### src/common/dac_cmd_pkg.sv
// constants for the quad converter serial command decoder
// assumes a 24-bit frame shifted in msb first on falling serial clock edges
// Function
// - two select bits pick channel A, B, C or D
// - flag set, mode 01: selected channel powered down via 1k to ground
// - flag set, mode 10: selected channel powered down via 100k to ground
// - flag set, mode 11: selected channel powered down, output high impedance
// - load code 10: write buffer, then update all four channels together
// - load code 01: write buffer, update only the selected channel
// - load code 00: write buffer only, no output or power change
// - load code 11, select 10: broadcast to all buffers and update all
// - updates apply only after the frame's 24th falling clock edge
// - reference frame with bits 01 forces reference always on
// - reference frame with bits 10 forces reference always off
// - reference frame with bits 00 restores automatic mode, as at reset
// - automatic mode: reference off once all four channels powered down
// - automatic mode: reference on when any channel returns to normal
// - flag clear means normal operation whatever the mode bits
// - power-down keeps the buffered code, and its update copies that code to the converter register
// - don't-care frame bits are ignored
package dac_cmd_pkg;
    localparam int FRAME_BITS = 24;
    localparam int CODE_BITS = 14;
    localparam int NUM_CH = 4;
    localparam int BIT_LOAD_ALL = 21;
    localparam int BIT_LOAD_SINGLE = 20;
    localparam int BIT_SEL_HI = 18;
    localparam int BIT_SEL_LO = 17;
    localparam int BIT_PD_FLAG = 16;
    localparam int BIT_PD_MODE_HI = 15;
    localparam int BIT_PD_MODE_LO = 14;
    localparam int BIT_REF_HI = 13;
    localparam int BIT_REF_LO = 12;
    localparam int CODE_MSB = 15;
    localparam int CODE_LSB = 2;
    localparam logic [1:0] SEL_BCAST = 2'h2;
    localparam logic [2:0] PD_NORMAL = 3'h0;
    localparam logic [4:0] CNT_LAST = 5'h17;
    localparam logic [CODE_BITS-1:0] CODE_RESET = 14'h0000;
    typedef enum logic [1:0] {
        REF_AUTO,
        REF_ON,
        REF_OFF
    } ref_mode_t;
endpackage

### src/verilog/dac_sync2.sv
// two-flop synchroniser for pin inputs
// assumes an asynchronous active-low reset
`timescale 1ns/1ps
module dac_sync2 (
    // clock and reset
    input wire logic clk,
    input wire logic reset_n,
    // pin and synchronised level
    input wire logic pin_in,
    output logic level_out
);
    logic meta_r;
    logic meta_nxt;
    logic level_r;
    logic level_nxt;

    // next values
    always_comb
    begin
        meta_nxt = pin_in;
        level_nxt = meta_r;
    end

    // registers
    always_ff @(posedge clk or negedge reset_n)
    begin
        if (!reset_n)
        begin
            meta_r <= 1'b0;
            level_r <= 1'b0;
        end
        else
        begin
            meta_r <= meta_nxt;
            level_r <= level_nxt;
        end
    end

    assign level_out = level_r;
endmodule

### src/verilog/dac_ch_store.sv
// per-channel buffer and converter register store
// assumes one-cycle write and update strobes from the decoder
`timescale 1ns/1ps
module dac_ch_store (
    // clock and reset
    input wire logic clk,
    input wire logic reset_n,
    // write side
    input wire logic [dac_cmd_pkg::NUM_CH-1:0] buf_we,
    input wire logic [dac_cmd_pkg::CODE_BITS-1:0] wr_code,
    input wire logic wr_is_pd,
    input wire logic [2:0] wr_pd,
    input wire logic [dac_cmd_pkg::NUM_CH-1:0] upd,
    // converter side
    output logic [dac_cmd_pkg::NUM_CH*dac_cmd_pkg::CODE_BITS-1:0] dac_code,
    output logic [dac_cmd_pkg::NUM_CH*3-1:0] dac_pd
);
    import dac_cmd_pkg::*;

    genvar g;
    generate
        for (g = 0; g < NUM_CH; g++)
        begin : g_ch
            logic [CODE_BITS-1:0] bcode_r, bcode_nxt, dcode_r, dcode_nxt;
            logic [2:0] bpd_r, bpd_nxt, dpd_r, dpd_nxt;

            // buffer write, then update copies buffer into converter
            always_comb
            begin
                bcode_nxt = bcode_r;
                bpd_nxt = bpd_r;
                if (buf_we[g])
                begin
                    bpd_nxt = wr_pd;
                    if (!wr_is_pd)
                        bcode_nxt = wr_code;
                end
                dcode_nxt = dcode_r;
                dpd_nxt = dpd_r;
                if (upd[g])
                begin
                    dcode_nxt = bcode_nxt;
                    dpd_nxt = bpd_nxt;
                end
            end

            always_ff @(posedge clk or negedge reset_n)
            begin
                if (!reset_n)
                begin
                    bcode_r <= CODE_RESET;
                    dcode_r <= CODE_RESET;
                    bpd_r <= PD_NORMAL;
                    dpd_r <= PD_NORMAL;
                end
                else
                begin
                    bcode_r <= bcode_nxt;
                    dcode_r <= dcode_nxt;
                    bpd_r <= bpd_nxt;
                    dpd_r <= dpd_nxt;
                end
            end

            assign dac_code[g*CODE_BITS +: CODE_BITS] = dcode_r;
            assign dac_pd[g*3 +: 3] = dpd_r;
        end
    endgenerate
endmodule

### src/verilog/dac_cmd_decoder.sv
// serial command decoder for a quad 14-bit converter
// assumes serial clock, data and active-low sync from a host, all async
`timescale 1ns/1ps
module dac_cmd_decoder (
    // clock and reset
    input wire logic clk,
    input wire logic reset_n,
    // serial pins
    input wire logic sclk,
    input wire logic sdin,
    input wire logic sync_n,
    // converter outputs, channel A in the low slice
    output logic [dac_cmd_pkg::NUM_CH*dac_cmd_pkg::CODE_BITS-1:0] dac_code,
    output logic [dac_cmd_pkg::NUM_CH*3-1:0] dac_pd,
    // reference control
    output logic ref_enable,
    output dac_cmd_pkg::ref_mode_t ref_mode,
    // frame done pulse
    output logic frame_done
);
    import dac_cmd_pkg::*;

    // ------------------------------------------------------------
    // pin synchronisers
    // ------------------------------------------------------------
    logic sclk_s, sdin_s, sync_s;

    dac_sync2 u_sync_sclk (
        .clk(clk),
        .reset_n(reset_n),
        .pin_in(sclk),
        .level_out(sclk_s)
    );
    dac_sync2 u_sync_sdin (
        .clk(clk),
        .reset_n(reset_n),
        .pin_in(sdin),
        .level_out(sdin_s)
    );
    dac_sync2 u_sync_sync (
        .clk(clk),
        .reset_n(reset_n),
        .pin_in(sync_n),
        .level_out(sync_s)
    );

    // ------------------------------------------------------------
    // shift register
    // ------------------------------------------------------------
    logic sclk_d_r, sclk_d_nxt;
    logic [FRAME_BITS-1:0] shift_r, shift_nxt;
    logic [4:0] cnt_r, cnt_nxt;
    logic done_r, done_nxt;
    logic fall;

    assign fall = sclk_d_r & ~sclk_s;

    // shift on falling edges while sync is low, msb first
    always_comb
    begin
        sclk_d_nxt = sclk_s;
        shift_nxt = shift_r;
        cnt_nxt = cnt_r;
        done_nxt = 1'b0;
        if (sync_s)
            cnt_nxt = '0; // sync high aborts a partial frame
        else if (fall)
        begin
            shift_nxt = {shift_r[FRAME_BITS-2:0], sdin_s};
            if (cnt_r == CNT_LAST)
            begin
                done_nxt = 1'b1;
                cnt_nxt = '0;
            end
            else
                cnt_nxt = cnt_r + 5'h01;
        end
    end

    always_ff @(posedge clk or negedge reset_n)
    begin
        if (!reset_n)
        begin
            sclk_d_r <= 1'b0;
            shift_r <= '0;
            cnt_r <= '0;
            done_r <= 1'b0;
        end
        else
        begin
            sclk_d_r <= sclk_d_nxt;
            shift_r <= shift_nxt;
            cnt_r <= cnt_nxt;
            done_r <= done_nxt;
        end
    end

    assign frame_done = done_r;

    // ------------------------------------------------------------
    // command decode
    // ------------------------------------------------------------
    logic ld_all, ld_one, pd_flag, is_ref_cmd, bcast;
    logic [1:0] sel;
    logic [2:0] pd_set;
    logic [CODE_BITS-1:0] code;
    logic [NUM_CH-1:0] buf_we, upd;

    // bits 23, 22, 19, 1, 0 are never looked at
    assign ld_all = shift_r[BIT_LOAD_ALL];
    assign ld_one = shift_r[BIT_LOAD_SINGLE];
    assign sel = {shift_r[BIT_SEL_HI], shift_r[BIT_SEL_LO]};
    assign pd_flag = shift_r[BIT_PD_FLAG];
    assign code = shift_r[CODE_MSB:CODE_LSB];
    // flag clear means normal, mode bits forced to zero
    assign pd_set = pd_flag ? {1'b1, shift_r[BIT_PD_MODE_HI],
        shift_r[BIT_PD_MODE_LO]} : PD_NORMAL;
    // reference control frame
    assign is_ref_cmd = pd_flag && !ld_all && !ld_one && sel == 2'h0
        && !shift_r[BIT_PD_MODE_HI] && !shift_r[BIT_PD_MODE_LO];
    assign bcast = ld_all && ld_one && sel == SEL_BCAST;

    // write and update strobes, fired on frame completion only
    always_comb
    begin
        buf_we = '0;
        upd = '0;
        if (done_r && !is_ref_cmd)
        begin
            if (bcast)
            begin
                buf_we = '1;
                upd = '1;
            end
            else if (!(ld_all && ld_one))
            begin
                buf_we[sel] = 1'b1;
                if (ld_all)
                    upd = '1;
                else if (ld_one)
                    upd[sel] = 1'b1;
            end
        end
    end

    dac_ch_store u_store (
        .clk(clk),
        .reset_n(reset_n),
        .buf_we(buf_we),
        .wr_code(code),
        .wr_is_pd(pd_flag),
        .wr_pd(pd_set),
        .upd(upd),
        .dac_code(dac_code),
        .dac_pd(dac_pd)
    );

    // ------------------------------------------------------------
    // reference control
    // ------------------------------------------------------------
    ref_mode_t mode_r, mode_nxt;
    logic ref_en_r, ref_en_nxt;
    logic all_pd;

    always_comb
    begin
        all_pd = 1'b1;
        for (int i = 0; i < NUM_CH; i++)
            all_pd = all_pd & dac_pd[i*3+2];
    end

    // mode from reference frames, enable follows mode or channel state
    always_comb
    begin
        mode_nxt = mode_r;
        if (done_r && is_ref_cmd)
        begin
            case ({shift_r[BIT_REF_HI], shift_r[BIT_REF_LO]})
                2'h1: mode_nxt = REF_ON;
                2'h2: mode_nxt = REF_OFF;
                2'h0: mode_nxt = REF_AUTO;
                default: mode_nxt = mode_r;
            endcase
        end
        case (mode_r)
            REF_ON: ref_en_nxt = 1'b1;
            REF_OFF: ref_en_nxt = 1'b0;
            default: ref_en_nxt = ~all_pd;
        endcase
    end

    always_ff @(posedge clk or negedge reset_n)
    begin
        if (!reset_n)
        begin
            mode_r <= REF_AUTO;
            ref_en_r <= 1'b1;
        end
        else
        begin
            mode_r <= mode_nxt;
            ref_en_r <= ref_en_nxt;
        end
    end

    assign ref_enable = ref_en_r;
    assign ref_mode = mode_r;
endmodule

### config.mk
export PLATFORM = sky130hd
export DESIGN_NAME = dac_cmd_decoder
export DESIGN_NICKNAME = d
export VERILOG_FILES = /design/src/common/dac_cmd_pkg.sv /design/src/verilog/dac_sync2.sv /design/src/verilog/dac_ch_store.sv /design/src/verilog/dac_cmd_decoder.sv
export SDC_FILE = /design/constraint.sdc
export NUM_CORES = 1
export LEC_CHECK = 0
export BUFFER_PORTS_ARGS = -buffer_cell sky130_fd_sc_hd__buf_2
export CORE_ASPECT_RATIO = 0.9
export CORE_UTILIZATION = 45
export CTS_CLUSTER_SIZE = 20
export DETAILED_ROUTE_END_ITERATION = 12
export GPL_TIMING_DRIVEN = 1
export SETUP_SLACK_MARGIN = 0.4
export SKIP_LAST_GASP = 1
export SLEW_MARGIN = 20
export SYNTH_ARGS = -nofsm -noshare
export SYNTH_HDL_FRONTEND = slang
export SYNTH_HIERARCHICAL = 1
export SYNTH_SLANG_ARGS = --single-unit
### constraint.sdc
create_clock -name clk -period 2.4 [get_ports clk]
set_input_delay 0.48 -clock clk [delete_from_list [all_inputs] [get_ports clk]]
set_output_delay 0.48 -clock clk [all_outputs]
set_load 0.01 [all_outputs]
==> flow_summary.json <==
{
  "wl_met3_um": 775,
  "yosys_most_used_dff": "dfrtp_1",
  "synth-seq-cells": 174,
  "worst_slew_pin_slew_ns": 0.6667,
  "tns_ns": 0,
  "firstDrtPassIters": 4,
  "synth_nets": 621,
  "highest_layer": "met4",
  "multiInputGateArea_mm2": 0.003226,
  "grt_pass1_wl_um": 28050,
  "cp-end-kind": "flop",
  "finClkSkew_ns": 0.007352,
  "drt_wl_total_um": 17700,
  "diodes": 0,
  "seq_area_frac_synth_pct": 56.13,
  "synth.distinct_cells": 45,
  "core_region_area_mm2": 0.01689,
  "slew_headroom_pct": 55.56,
  "numCtsBuffers": 17,
  "synth_cells": 614,
  "dieArea_mm2": 0.01777,
  "overflow": 0,
  "nets": 697,
  "grt_start_max_net_pins": 74,
  "crit_required_ns": 2.72,
  "cts_buffer_depth": 2,
  "drt.antenna.violating_nets": 0,
  "path_class": "flop to flop",
  "yosys_warnings": 6,
  "syn_to_final_growth_pct": 17.75,
  "post-route-util_pct": 54.10,
  "die_w_um": 140.4,
  "fillers": 1440,
  "synthArstFlopShare_pct": 100.0,
  "critPathLaunch": "shift_r[17]",
  "syn_area_mm2": 0.007760,
  "drtIter0Drc": 295,
  "rows": 45,
  "final_max_slew_viol_count": 0,
  "ios": 77,
  "wire_per_inst_um": 19.37,
  "met2_length_um": 8108,
  "portBuffers": 76,
  "max_cap_viol_count": 0,
  "synth_edf_count": 0,
  "initial_core_util_pct": 45.94,
  "grt_pass1_vias": 4993,
  "arrival_ns": 2.31,
  "worstSkewPairLatency_ns": 0.43,
  "clock-sinks": 174,
  "hold_violations": 0,
  "power.density_mw_per_mm2": 660.9,
  "seq_area_mm2": 0.004360,
  "grt_usage_pct": 21.04,
  "hp-class": "input pin to asynchronous set/reset pin",
  "dr_total_vias": 5088,
  "p_leak_nw": 4.279,
  "start_kind": "flop",
  "clockRootBuffer": "clkbuf_16",
  "drc": 0,
  "cts_hold_buffers": 0,
  "cts_tree": "yes",
  "max_freq_ghz": 0.5004,
  "setup_viol": 0,
  "critPathMaxFanout": 7,
  "h-tree-depth": 4,
  "finalCriticalPeriod_ns": 1.998,
  "syn_avg_cell_area_um2": 12.64,
  "path_clk_slew_ns": 0.06,
  "die_y_um": 126.6,
  "drive_above_1_share_pct": 35.85,
  "rr_startpoint": "shift_r[17]",
  "gp_congestion": 0.7831,
  "dp_hpwl_um": 10600,
  "period_share_pct": 83.26,
  "grt_antenna_before_repair": 1,
  "wl_met1_um": 8467,
  "ir_drop_v": 0.0005121,
  "viasPerCell": 5.567,
  "rsz0062_at_grt": "true",
  "outcome": "completed"
}
power by group:
group	switching (mW)	internal [mW]
registers	0.260	3.00
logic	0.0801	0.0702
clock network	1.12	1.51
total	1.46	4.58
what timing repair did:
item	4_1_cts	5_1_grt
resized for setup	19	6
pin swaps	3	2
gates cloned	1	0
setup buffers	5	8
endpoints found under the setup margin	92	61
cells in the final DEF (no fill, tap or decap), types with 5 or more instances in the layout:
| cell | instances |
|---|---|
| buf_2 | 75 |
| buf_12 | 8 |
| mux2_2 | 72 |
| nand2_1 | 57 |
| clkbuf_16 | 17 |
| o211ai_1 | 56 |
| nor2_1 | 6 |
| dfrtp_1 | 169 |
| buf_4 | 21 |
| nand4b_1 | 57 |
| mux2_4 | 17 |
| nand2b_1 | 57 |
| mux2_1 | 13 |
| a21oi_1 | 5 |
per-stage QoR:
stage / setup slack, ns / instances / power [mW] / instance area, µm² / hold WS (ns)
after floorplan: 0.3502 / 614 / 3.225 / 7845 / 0.1844
after CTS: 0.4025 / 906 / 6.124 / 9029 / 0.02354
after global routing: 0.3640 / 914 / 6.246 / 9138 / 0.04076
after detailed placement: 0.2004 / 868 / 3.476 / 8353 / 0.3370
after global placement: 0.2635 / 868 / 3.462 / 8353 / 0.3321
final: 0.4017 / 914 / 6.039 / 9138 / 0.003901
synth_stat cells (4+ instances only):
| library cell | instances | share of area (%) |
|---|---|---|
| nand2b_1 | 57 | 4.6 |
| mux2_1 | 20 | 2.9 |
| o211ai_1 | 56 | 5.4 |
| mux2_2 | 76 | 11 |
| buf_6 | 6 | 0.87 |
| buf_4 | 5 | 0.48 |
| dfrtp_1 | 173 | 56 |
| nor2_1 | 9 | 0.44 |
| buf_2 | 20 | 1.3 |
| a21oi_1 | 5 | 0.32 |
| clkbuf_1 | 16 | 0.77 |
| mux2_4 | 6 | 1.2 |
| nand2_1 | 58 | 2.8 |
| nand4b_1 | 57 | 6.4 |
| and2_1 | 4 | 0.32 |
area by class of cell:
| cell class | instances | share of cell area (%) |
|---|---|---|
| Inverter | 2 | 0.08216 |
| Timing Repair Buffer | 106 | 7.832 |
| Multi-Input combinational cell | 389 | 35.30 |
| Tap cell | 211 | 2.889 |
| Clock buffer | 23 | 5.231 |
| Sequential cell | 174 | 47.72 |
| Clock inverter | 9 | 0.9448 |
logic make-up after synthesis:
| family | after synthesis | share of synthesized area (%) |
|---|---|---|
| and+or+nand+nor | 209 | 17.33 |
| xor gates and xnor gates | 3 | 0.3387 |
| adders and majority gates | 2 | 0.3224 |
| DFF | 174 | 56.13 |
| buffers and inverters | 52 | 3.805 |
| muxes | 105 | 15.48 |
| AOI/OAI and AO/OA | 69 | 6.595 |
worst max-delay path, stage by stage (launching register included):
cell and delay (ns):
dfrtp_2 0.45, or4_4 0.54, o21ai_4 0.17, nor3_4 0.10, buf_12 0.15, nand2b_4 0.15, mux2_4 0.31
path summary, 6_finish.rpt:
kind	to	slack, ns	cells after the start
max	u_store/g_ch[0].bcode_r[12]	0.40	6
min	u_store/g_ch[3].dcode_r[5]	0.004	1
max reg2reg	u_store/g_ch[0].bcode_r[12]	0.40	6
min reg2reg	u_sync_sync/level_out	0.35	0
max in group asynchronous	shift_r[21]	1.65	2
min in group clk	u_sync_sclk/level_nxt	0.15	1
routing by layer:
metal	vias up	global-route usage, %
met5	-	0
li1	2369	-
met4	0	8.597
met1	2561	29.78
met3	24	4.115
met2	134	31.82
registers in the layout (all words and copies together), names as in the netlist:
signal	flops
u_store/g_ch.bcode_r	56
u_store/g_ch.dcode_r	56
shift_r	22
u_store/g_ch.bpd_r	12
u_store/g_ch.dpd_r	12
cnt_r	5
ref_mode	2
frame_done	1
ref_enable	1
sclk_d_r	1
u_sync_sclk/level_nxt	1
u_sync_sclk/level_out	1
u_sync_sdin/level_nxt	1
u_sync_sdin/level_out	1
u_sync_sync/level_nxt	1
u_sync_sync/level_out	1
No activity file was read; power rests on OpenSTA's default activity.
